$ cat src/rtl/ttm_defines.vh
`ifndef TTM_DEFINES_VH
`define TTM_DEFINES_VH

// ----------------------------------------------------------------
// Register indices on the model-specific register port
// ----------------------------------------------------------------
`define TTM_IDX_MISC 2'h0
`define TTM_IDX_STAT 2'h1
`define TTM_IDX_IEN 2'h2
`define TTM_IDX_VENT 2'h3

// ----------------------------------------------------------------
// Field positions
// ----------------------------------------------------------------
`define TTM_MISC_TM_EN_BIT 3
`define TTM_STAT_HOT_BIT 0
`define TTM_STAT_LOG_BIT 1
`define TTM_IEN_HI_BIT 0
`define TTM_IEN_LO_BIT 1
`define TTM_VENT_VEC_LSB 0
`define TTM_VENT_VEC_MSB 7
`define TTM_VENT_MODE_LSB 8
`define TTM_VENT_MODE_MSB 10
`define TTM_VENT_MASK_BIT 16

// ----------------------------------------------------------------
// Reset values and writable masks
// ----------------------------------------------------------------
`define TTM_MISC_RESET 64'h0000000000000000
`define TTM_IEN_RESET 2'h0
`define TTM_VENT_RESET 32'h00010000
`define TTM_VENT_WMASK 32'h000107FF

// ----------------------------------------------------------------
// Timing
// ----------------------------------------------------------------
`define TTM_CLK_MHZ 32'h32
`define TTM_HOLD_US 32'h3E8
`define TTM_HOLD_CYC (`TTM_HOLD_US * `TTM_CLK_MHZ)
`define TTM_DUTY_PERIOD 8'h10
`define TTM_DUTY_ON 8'h08

`endif

$ cat src/rtl/ttm_duty_gen.v
`timescale 1ns/1ps
`include "ttm_defines.vh"

module ttm_duty_gen #(
  parameter [7:0] PERIOD = `TTM_DUTY_PERIOD,
  parameter [7:0] ON_CYC = `TTM_DUTY_ON
) (
  input wire mclk, // Core clock
  input wire sys_rst, // Synchronous reset, high
  input wire modEn, // Modulation requested
  output reg gateOpen_q // Clock allowed to reach the core
);

  reg [7:0] phase_q;

  // ----------------------------------------------------------------
  // Stop-clock window: open for ON_CYC of every PERIOD cycles
  // ----------------------------------------------------------------
  always @(posedge mclk) begin
    if (sys_rst) begin
      phase_q <= 8'h00;
      gateOpen_q <= 1'b1;
    end else if (!modEn) begin
      phase_q <= 8'h00;
      gateOpen_q <= 1'b1;
    end else begin
      if (phase_q == PERIOD - 8'h01) begin
        phase_q <= 8'h00;
      end else begin
        phase_q <= phase_q + 8'h01;
      end
      gateOpen_q <= (phase_q < ON_CYC);
    end
  end

endmodule

$ cat src/rtl/ttm_thermal_monitor.v
// Notes on behaviour
// - Catastrophic trip halts execution until reset; never disabled.
// - Throttling uses stop-clock gating to hold a nominal core duty.
// - Duty is the share of time the clock reaches the core.
// - Throttling is internal; the external clock-stop pin plays no part.
// - Throttling only when misc enable bit 3 is set; reset clears it.
// - Read-only hot bit shows above-trip and throttling; clear otherwise.
// - Sticky log bit sets on every trip; cleared by software or reset.
// - After a trip hold 50 percent duty for at least 1 ms and until cool.
// - Stopped-clock cycles block interrupt delivery; requests stay pending.
// - High-temperature enable raises interrupt on a below-to-above crossing.
// - Low-temperature enable raises interrupt on an above-to-below crossing.
// - Thermal vector entry gives mode, mask and vector; mask suppresses it.
// - Reset clears both interrupt enables and masks the vector entry.
// - Throttling never changes the time stamp counter rate.
`timescale 1ns/1ps
`include "ttm_defines.vh"

module ttm_thermal_monitor #(
  parameter [31:0] HOLD_CYCLES = `TTM_HOLD_CYC,
  parameter [7:0] DUTY_PERIOD = `TTM_DUTY_PERIOD,
  parameter [7:0] DUTY_ON = `TTM_DUTY_ON
) (
  input wire mclk, // Core clock, 50 MHz
  input wire sys_rst, // Synchronous reset, high
  input wire catTripPin, // Catastrophic sensor trip, async
  input wire tmTripPin, // Thermal monitor sensor trip, async
  input wire msrWr, // Register write strobe
  input wire msrRd, // Register read strobe
  input wire [1:0] msrIdx, // Register index
  input wire [63:0] msrWdata, // Register write data
  output reg [63:0] msrRdata_q, // Register read data
  output reg msrRdValid_q, // Read data valid pulse
  input wire irqAck, // Interrupt taken by the controller
  output reg irqValid_q, // Thermal interrupt offered
  output reg [7:0] irqVector_q, // Interrupt vector
  output reg [2:0] irqMode_q, // Delivery mode
  output reg coreClkEn_q, // Core clock gate
  output reg coreHalt_q, // Execution halted
  output reg throttleActive_q, // Monitor is modulating
  output reg [63:0] tscCount_q // Time stamp counter
);

  localparam ST_IDLE = 1'b0;
  localparam ST_THROT = 1'b1;

  reg catMeta_q, catSync_q, tmMeta_q, tmSync_q, tmPrev_q;
  reg catHalt_q;
  reg tmEnable;
  reg [63:0] miscReg_q;
  reg [1:0] irqEn_q;
  reg [31:0] ventry_q;
  reg logBit_q;
  reg state_q, state_d;
  reg [31:0] holdCnt_q;
  reg pending_q;
  wire gateOpen;
  wire hotRise, hotFall, holdDone, wrMisc, wrStat, wrIen, wrVent;
  wire irqSet, delivered, irqMasked;
  wire [63:0] statWord;

  // ----------------------------------------------------------------
  // Trip input synchronisers
  // ----------------------------------------------------------------
  // Two flops each, plus tmPrev_q for edge detection; the first flop feeds only the second
  always @(posedge mclk) begin
    if (sys_rst) begin
      catMeta_q <= 1'b0;
      catSync_q <= 1'b0;
      tmMeta_q <= 1'b0;
      tmSync_q <= 1'b0;
      tmPrev_q <= 1'b0;
    end else begin
      catMeta_q <= catTripPin;
      catSync_q <= catMeta_q;
      tmMeta_q <= tmTripPin;
      tmSync_q <= tmMeta_q;
      tmPrev_q <= tmSync_q;
    end
  end

  assign hotRise = tmSync_q & ~tmPrev_q;
  assign hotFall = ~tmSync_q & tmPrev_q;

  // ----------------------------------------------------------------
  // Catastrophic shutdown
  // ----------------------------------------------------------------
  // No enable gates this path; only reset releases the halt
  always @(posedge mclk) begin
    if (sys_rst) begin
      catHalt_q <= 1'b0;
    end else if (catSync_q) begin
      catHalt_q <= 1'b1;
    end
  end

  // ----------------------------------------------------------------
  // Register writes
  // ----------------------------------------------------------------
  assign wrMisc = msrWr && (msrIdx == `TTM_IDX_MISC);
  assign wrStat = msrWr && (msrIdx == `TTM_IDX_STAT);
  assign wrIen = msrWr && (msrIdx == `TTM_IDX_IEN);
  assign wrVent = msrWr && (msrIdx == `TTM_IDX_VENT);

  // Enables and vector entry
  always @(posedge mclk) begin
    if (sys_rst) begin
      miscReg_q <= `TTM_MISC_RESET;
      irqEn_q <= `TTM_IEN_RESET;
      ventry_q <= `TTM_VENT_RESET;
    end else begin
      if (wrMisc) begin
        miscReg_q <= msrWdata;
      end
      if (wrIen) begin
        irqEn_q <= msrWdata[1:0];
      end
      if (wrVent) begin
        ventry_q <= msrWdata[31:0] & `TTM_VENT_WMASK;
      end
    end
  end

  always @* begin
    tmEnable = miscReg_q[`TTM_MISC_TM_EN_BIT];
  end

  // Sticky log; a trip in the clearing cycle wins
  always @(posedge mclk) begin
    if (sys_rst) begin
      logBit_q <= 1'b0;
    end else if (hotRise) begin
      logBit_q <= 1'b1;
    end else if (wrStat && !msrWdata[`TTM_STAT_LOG_BIT]) begin
      logBit_q <= 1'b0;
    end
  end

  // ----------------------------------------------------------------
  // Throttle control
  // ----------------------------------------------------------------
  assign holdDone = (holdCnt_q >= HOLD_CYCLES - 32'h1);

  // Leave once the hold time has run out and the sensor is cool, or at once when the enable is cleared
  always @* begin
    state_d = state_q;
    case (state_q)
      ST_IDLE: begin
        if (tmEnable && tmSync_q) begin
          state_d = ST_THROT;
        end
      end
      ST_THROT: begin
        if (!tmEnable) begin
          state_d = ST_IDLE;
        end else if (holdDone && !tmSync_q) begin
          state_d = ST_IDLE;
        end
      end
      default: begin
        state_d = ST_IDLE;
      end
    endcase
  end

  // State and minimum hold timer; a fresh trip restarts the timer
  always @(posedge mclk) begin
    if (sys_rst) begin
      state_q <= ST_IDLE;
      holdCnt_q <= 32'h0;
    end else begin
      state_q <= state_d;
      if (state_q != ST_THROT || hotRise) begin
        holdCnt_q <= 32'h0;
      end else if (!holdDone) begin
        holdCnt_q <= holdCnt_q + 32'h1;
      end
    end
  end

  // Internal stop-clock; no external pin is involved
  ttm_duty_gen #(
    .PERIOD(DUTY_PERIOD),
    .ON_CYC(DUTY_ON)
  ) u_duty (
    .mclk(mclk),
    .sys_rst(sys_rst),
    .modEn(state_d == ST_THROT),
    .gateOpen_q(gateOpen)
  );

  // Core gate, halt and throttle flags
  always @(posedge mclk) begin
    if (sys_rst) begin
      coreClkEn_q <= 1'b1;
      coreHalt_q <= 1'b0;
      throttleActive_q <= 1'b0;
    end else begin
      coreClkEn_q <= gateOpen & ~catHalt_q;
      coreHalt_q <= catHalt_q | catSync_q;
      throttleActive_q <= (state_q == ST_THROT);
    end
  end

  // ----------------------------------------------------------------
  // Thermal interrupt
  // ----------------------------------------------------------------
  assign irqMasked = ventry_q[`TTM_VENT_MASK_BIT];
  assign irqSet = ~irqMasked &
    ((hotRise & irqEn_q[`TTM_IEN_HI_BIT]) |
     (hotFall & irqEn_q[`TTM_IEN_LO_BIT]));
  assign delivered = irqValid_q & irqAck;

  // Pending request survives stopped-clock windows; new set wins
  always @(posedge mclk) begin
    if (sys_rst) begin
      pending_q <= 1'b0;
      irqValid_q <= 1'b0;
      irqVector_q <= 8'h00;
      irqMode_q <= 3'h0;
    end else begin
      pending_q <= irqSet | (pending_q & ~delivered);
      irqValid_q <= pending_q & ~delivered & gateOpen & ~catHalt_q;
      irqVector_q <= ventry_q[`TTM_VENT_VEC_MSB:`TTM_VENT_VEC_LSB];
      irqMode_q <= ventry_q[`TTM_VENT_MODE_MSB:`TTM_VENT_MODE_LSB];
    end
  end

  // ----------------------------------------------------------------
  // Register reads
  // ----------------------------------------------------------------
  assign statWord = {62'h0, logBit_q,
    tmSync_q & (state_q == ST_THROT)};

  always @(posedge mclk) begin
    if (sys_rst) begin
      msrRdata_q <= 64'h0;
      msrRdValid_q <= 1'b0;
    end else begin
      msrRdValid_q <= msrRd;
      if (msrRd) begin
        case (msrIdx)
          `TTM_IDX_MISC: msrRdata_q <= miscReg_q;
          `TTM_IDX_STAT: msrRdata_q <= statWord;
          `TTM_IDX_IEN: msrRdata_q <= {62'h0, irqEn_q};
          `TTM_IDX_VENT: msrRdata_q <= {32'h0, ventry_q};
          default: msrRdata_q <= 64'h0;
        endcase
      end
    end
  end

  // ----------------------------------------------------------------
  // Time stamp counter on the ungated core clock
  // ----------------------------------------------------------------
  always @(posedge mclk) begin
    if (sys_rst) begin
      tscCount_q <= 64'h0;
    end else begin
      tscCount_q <= tscCount_q + 64'h1;
    end
  end

endmodule

$ cat config.mk
export PLATFORM = sky130hd
export DESIGN_NAME = ttm_thermal_monitor
export DESIGN_NICKNAME = d
export VERILOG_FILES = /design/src/rtl/ttm_duty_gen.v /design/src/rtl/ttm_thermal_monitor.v
export VERILOG_INCLUDE_DIRS = /design/src /design/src/rtl
export SDC_FILE = /design/constraint.sdc
export NUM_CORES = 1
export LEC_CHECK = 0
export BUFFER_PORTS_ARGS = -buffer_cell sky130_fd_sc_hd__buf_4
export CORE_ASPECT_RATIO = 1.5
export CORE_MARGIN = 5
export CORE_UTILIZATION = 49
export DETAILED_ROUTE_END_ITERATION = 10
export PLACE_DENSITY = 0.8
export SETUP_SLACK_MARGIN = 0.3
export SYNTH_ARGS = -nofsm -noshare
export SYNTH_HDL_FRONTEND = slang
export SYNTH_SLANG_ARGS = --single-unit
$ cat constraint.sdc
create_clock -name mclk -period 1.9 [get_ports mclk]
set_input_delay 0.38 -clock mclk [delete_from_list [all_inputs] [get_ports mclk]]
set_output_delay 0.38 -clock mclk [all_outputs]
set_load 0.02 [all_outputs]
==> out/summary.txt, run 1 <==
DRT iter0 DRCs -> 630
Pleak -> 6.16 nW
highest metal layer with signal wires -> met4
failing checks -> setup timing
Fill cells -> 1,418
status -> complete, but fails checks
CP endpoint -> tscCount_q[30]
Max-cap violations -> 0
RR Startpoint -> tscCount_q[5]
most common cell in the netlist -> dfxtp_1
Syn Inst Count -> 1,225
crit start category -> register
total vias in the final route -> 10,151
FF-to-FF path depth -> 9
Routed met3 length -> 2310 µm
io pins -> 217
stages on the worst setup path -> 9
WL met1 -> 11,700 µm
VDD IR max -> 0.775 mV
Post-CTS Hold Fix Bufs -> 0
mean number of vias per cell -> 5.55
Area contributors post-synth -> dfxtp_1, a21oi_1, nand2_1
Avg Inst Size Synth -> 8.56 µm²
antenna violations before repair -> 0
Critical Path End Type -> register
cell breakdown of the critical path -> nand4_1, buf_4, buf_8, buf_12, nor4_4, buf_4, nand4_1, xor2_1, nor2_1
drt pass-1 iters -> 7
minimum clock period -> 2.02 ns
first-pass GRT wire length -> 48,500 µm
post-DP HPWL -> 19,400 µm
Slew HR -> 45.6%
RePlAce Congestion -> 0.834
vias in the first global route -> 9,852
total global routing overflow -> 0
pin count of the biggest net entering global routing -> 137
total CTS buffers -> 26
worst-margin pin slew -> 0.816 ns
final setup vio count -> 28
Seq/Total Area, Yosys -> 51.9%
WL final -> 32,100 µm
Setup CP Type -> register to register
family with the most delay on the worst path -> simple AND/OR/NAND/NOR gates
Hold WC Path Type -> primary input to register
Final Skew -> 0.0180 ns
Data required, critical path -> 2.29 ns
Post-DRT Antenna Nets -> 0
Cell Rows -> 65
area leader, netlist -> dfxtp_1
Total GRT Usage -> 23.6%
worst setup margin -> -0.125 ns
die area -> 0.0245 mm²
worst-skew pair later-pin latency -> 0.54 ns
Distinct cells, synth -> 46
ys flop type -> dfxtp_1
H-tree Lvls -> 1
met2 wire len -> 16,800 µm
Initial Utilization -> 49.8%
total power -> 0.0119 W
IO buf count -> 216
Clk pin slew, worst setup/hold paths -> 0.07 ns
slowest cell on the critical path -> dfxtp_4
EDFF count, synth -> 0
R2R Path End -> tscCount_q[30]
Final Net Count -> 1,617
Layout area overhead -> 44.7%
# DRC -> 0
f_max -> 0.494 GHz
synthesized cell area -> 0.0105 mm²
Crit path largest cell delay -> 0.34 ns
net count after synthesis -> 1,301
crit path buf inv count -> 4
final hold vios -> 0
power density cells -> 785 mW/mm²
Core Area -> 0.0211 mm²
Final Cycle Share -> 107%
Slew Viols, Final -> 0
RSZ-0062 raised after global routing -> true
CTS tree -> built
share of cells above drive strength 1 -> 36.5%
synth cell count leaders -> dfxtp_1, nand2_1, a21oi_1
Clock Sinks -> 272
Max FO, Critical Path -> 4
Synth top area share -> 51.9%
Worst setup startpoint -> tscCount_q[5]
die width -> 129 µm
Die Ht -> 189 µm
Post-Place Worst Slack -> -0.0611 ns
Yosys reg bits -> 272
number of synthesis warnings -> 0
R2R Setup Slk -> -0.12 ns
clock tree buffer depth -> 3
root buffer cell -> clkbuf_16
Arr. time, crit path -> 2.41 ns
wire length per cell -> 17.6 µm
asr flop ratio synth -> 0%
[per-stage QoR]
stage	hold slack (ns)	utilization (%)	std cells	instance area (µm²)	TNS (ns)
after floorplan	0.414	-	1225	10800	-0.293
after global placement	0.429	62.2	1723	13100	-0.00498
after detailed placement	0.428	62.2	1723	13100	-0.214
after CTS	0.0347	69.2	1803	14600	0
after global routing	0.0485	72.0	1827	15200	-5.97
final	0.0502	72.0	1828	15200	-1.51
[sequential cells by signal, summed over array words and instances (netlist names), 2 cells and up]
register / count
miscReg_q: 64
msrRdata_q: 64
tscCount_q: 64
holdCnt_q: 32
ventry_q: 12
irqVector_q: 8
u_duty.phase_q: 8
irqMode_q: 3
irqEn_q: 2
[cells by family after synthesis]
logic type	after synthesis	share of synthesized area, %
muxes	6	0.811
DFF	272	51.9
AOI/OAI and AO/OA	230	12.3
xor gates and xnor gates	46	3.84
buffers and inverters	86	3.10
adders and majority gates	3	0.358
and+or+nand+nor	582	27.7
[cell type report]
| class | count | area, µm² | share of cell area (%) |
|---|---|---|---|
| Sequential cell | 272 | 5560 | 36.6 |
| Multi-Input combinational cell | 867 | 5410 | 35.7 |
| Timing Repair Buffer | 359 | 2890 | 19.1 |
| Clock buffer | 35 | 744 | 4.91 |
| Tap cell | 268 | 335 | 2.21 |
| Clock inverter | 11 | 171 | 1.13 |
| Inverter | 15 | 56.3 | 0.371 |
| Antenna cell | 1 | 2.50 | 0.0165 |
[worst min-delay path by stage]
stage / from / end / slack, ns / cells past startpoint
after floorplan: catMeta_q / catSync_q / 0.41 / 1
after global placement: tmMeta_q / tmSync_q / 0.43 / 1
after detailed placement: tmMeta_q / tmSync_q / 0.43 / 1
after CTS: catTripPin / catMeta_q / 0.03 / 2
after global routing: tmTripPin / tmMeta_q / 0.05 / 2
final: catTripPin / catMeta_q / 0.05 / 2
[layer usage]
metal  vias to the layer above  track usage (%)
li1                       4821                -
met1                      4820             26.7
met2                       394             42.8
met3                       116             5.45
met4                         0             8.52
met5                         -                0
[where the power goes]
group | total [W] | switching [W] | internal, W
clock network | 0.00551 | 0.00222 | 0.00329
logic | 0.000577 | 0.000335 | 0.000242
registers | 0.00582 | 0.0000523 | 0.00577
[cells in the final DEF (no fill, tap or decap), types with 15 or more instances in the layout]
cell type  Yosys  layout
nor2_1       137     134
dfxtp_1      272     219
nor4_4         2      15
nand4_1       32      32
nand2_1      193     185
nand3_1       33      22
buf_6          0      28
a21oi_2        0      15
buf_4          0     322
nor2b_1       72      72
clkbuf_16      0      26
dfxtp_4        0      20
dfxtp_2        0      33
a21oi_1      166     151
and2_1        22      19
xor2_1        29      27
[worst register-to-register path: stages (launching register included)]
cell	delay [ns]
dfxtp_4	0.34
nand4_1	0.21
buf_4	0.22
buf_8	0.13
buf_12	0.12
nor4_4	0.30
buf_4	0.20
nand4_1	0.11
xor2_1	0.19
nor2_1	0.07
[repair_timing]
item / CTS / global route
setup endpoints to repair: 96 / 97
gates resized for setup: 60 / 86
buffers inserted: 33 / 24
pin swaps: 50 / 56
gates cloned: 1 / 0
Power figures use the tool's default switching activity.
==> inputs of run 2 (changes only) <==
--- a/config.mk
+++ b/config.mk
@@ -6,12 +6,12 @@
 export SDC_FILE = /design/constraint.sdc
 export NUM_CORES = 1
 export LEC_CHECK = 0
-export BUFFER_PORTS_ARGS = -buffer_cell sky130_fd_sc_hd__buf_4
+export BUFFER_PORTS_ARGS = -buffer_cell sky130_fd_sc_hd__buf_2
 export CORE_ASPECT_RATIO = 1.5
 export CORE_MARGIN = 5
-export CORE_UTILIZATION = 49
+export CORE_UTILIZATION = 58
 export DETAILED_ROUTE_END_ITERATION = 10
-export PLACE_DENSITY = 0.8
+export PLACE_DENSITY = 0.89
 export SETUP_SLACK_MARGIN = 0.3
 export SYNTH_ARGS = -nofsm -noshare
 export SYNTH_HDL_FRONTEND = slang
==> constraint.sdc (replaced) <==
create_clock -name mclk -period 2.5 [get_ports mclk]
set_input_delay 0.5 -clock mclk [delete_from_list [all_inputs] [get_ports mclk]]
set_output_delay 0.5 -clock mclk [all_outputs]
set_load 0.02 [all_outputs]
==> run 2 against run 1 <==
Against the previous run: the flow now finishes without violations; global-route usage is 1.0 points higher; sequential share of layout area rose by 5.9 points; wire length down 15%; via count is 6.1% lower; die area shrank 15%; clock-buffer cell count up 1; register-to-register slack better by 0.44 ns; critical path depth down 2; first-iteration DRC count fell by 0.16%; highest routed layer is now met5.
==> out/summary.txt, run 2 (synthesis results as in run 1) <==
status -> completed
total CTS buffers -> 24
Initial Utilization -> 58.7%
VDD IR max -> 0.669 mV
Comb power frac -> 4.3%
io pins -> 217
WL final -> 27,200 µm
cell mode on critical path -> nand4_1
total vias in the final route -> 9,533
antenna violations before repair -> 1
drt pass-1 iters -> 5
family with the most delay on the worst path -> simple AND/OR/NAND/NOR gates
die width -> 120 µm
Worst Hold Path Cells -> 2
minimum clock period -> 2.19 ns
Arr. time, crit path -> 2.57 ns
final setup vio count -> 0
Slew HR -> 50.1%
die area -> 0.0209 mm²
Hold WC Path Type -> primary input to register
Clock Sinks -> 272
pin count of the biggest net entering global routing -> 127
Slew Viols, Final -> 0
worst-margin pin slew -> 0.742 ns
Net Sw Frac -> 21.4%
Crit path largest cell delay -> 0.65 ns
largest registers -> miscReg_q (64), msrRdata_q (64), tscCount_q (64)
Clk pin slew, worst setup/hold paths -> 0.07 ns
IO buf count -> 216
CTS tree -> built
RePlAce Congestion -> 0.870
cell breakdown of the critical path -> ha_1, nand4_1, buf_4, nor4_1, nand4_1, xor2_1, nor2_1
Critical Path End Type -> register
WHS -> 0.199 ns
power density cells -> 674 mW/mm²
Layout area overhead -> 22.0%
TNS Setup -> 0 ns
# DRC -> 0
H-tree Lvls -> 1
Max-cap violations -> 0
root buffer cell -> clkbuf_16
worst-skew pair later-pin latency -> 0.51 ns
vias in the first global route -> 9,292
P_sw -> 0.00185 W
crit path buf inv count -> 1
Cell Int Power -> 0.00678 W
FF-to-FF path depth -> 7
Total GRT Usage -> 24.6%
RSZ-0062 raised after global routing -> true
mean number of vias per cell -> 5.74
n_diodes -> 0
Max FO, Critical Path -> 6
slowest cell on the critical path -> nor4_1
wire length per cell -> 16.4 µm
clock tree buffer depth -> 3
R2R Setup Slk -> 0.31 ns
Fill cells -> 1,329
Clock Power Share -> 44.1%
placed insts -> 1,612
commonest cells after routing, fill and taps aside -> dfxtp_1, buf_2, nand2_1, a21oi_1, nor2_1
share of cells above drive strength 1 -> 22.3%
Final Skew -> 0.0120 ns
DRT iter0 DRCs -> 629
first-pass GRT wire length -> 43,700 µm
most common cell after layout, fill and taps aside -> dfxtp_1
Final Cycle Share -> 87.5%
Pleak -> 5.21 nW
f_max -> 0.457 GHz
Post-DRT Antenna Nets -> 0
Non-Filler Instances -> 1,662
Core Area -> 0.0179 mm²
stages on the worst setup path -> 7
Cell Rows -> 60
register share of total power -> 51.5%
Die Ht -> 175 µm
Setup CP Type -> register to register
final hold vios -> 0
post-DP HPWL -> 18,200 µm
Data required, critical path -> 2.88 ns
Final Net Count -> 1,504
crit start category -> register
total global routing overflow -> 0
total power -> 0.00863 W
[run 2: metrics by stage]
stage / setup slack (ns) / instance area (µm²) / utilization (%)
floorplan: 0.327 / 10500 / -
global placement: 0.338 / 11800 / 66.2
detailed placement: 0.238 / 11800 / 66.2
CTS: 0.309 / 12700 / 70.9
global route: 0.213 / 12800 / 71.6
finish: 0.313 / 12800 / 71.6
[run 2: worst paths after layout]
| path | end | from |
|---|---|---|
| setup / recovery | tscCount_q[30] | tscCount_q[0] |
| setup reg to reg | tscCount_q[30] | tscCount_q[0] |
| hold / removal | tmMeta_q | tmTripPin |
| hold reg to reg | catHalt_q | catSync_q |
[run 2: what timing repair did]
action,in CTS,in global routing
resized for setup,3,11
pin swaps,0,7
cloned,0,2
endpoints found under the setup margin,8,38
setup buffers,0,5
hold buffers,0,0
hold endpoints to repair,0,0
[run 2: layer usage]
layer / vias to the layer above / share of wire, % / global-route usage [%]
met4: 2 / 3.8 / 9.89
met2: 390 / 51 / 44.4
met3: 79 / 7.4 / 5.93
li1: 4584 / - / -
met5: - / 0.048 / 0
met1: 4478 / 37 / 27.6
[run 2: layout make-up]
cell class                      instances  area [µm²]  area share [%]
Clock buffer                           36         737            5.76
Clock inverter                          7        87.6           0.684
Multi-Input combinational cell        869        4830            37.8
Timing Repair Buffer                  246        1360            10.6
Tap cell                              217         272            2.12
Sequential cell                       272        5450            42.6
Inverter                               15        56.3           0.440
[run 2: worst register-to-register path, cell delays in order (launching register included)]
cell	delay, ns
dfxtp_2	0.37
ha_1	0.21
nand4_1	0.21
buf_4	0.21
nor4_1	0.65
nand4_1	0.19
xor2_1	0.16
nor2_1	0.05
[run 2: power groups by stage]
stage | registers, W | clock network [W] | logic (W)
finish | 0.00444 | 0.00381 | 0.000373
global placement | 0.00454 | 0 | 0.000365
CTS | 0.00444 | 0.00387 | 0.000373
detailed placement | 0.00454 | 0 | 0.000370
floorplan | 0.00456 | 0 | 0.000194
global route | 0.00445 | 0.00407 | 0.000411
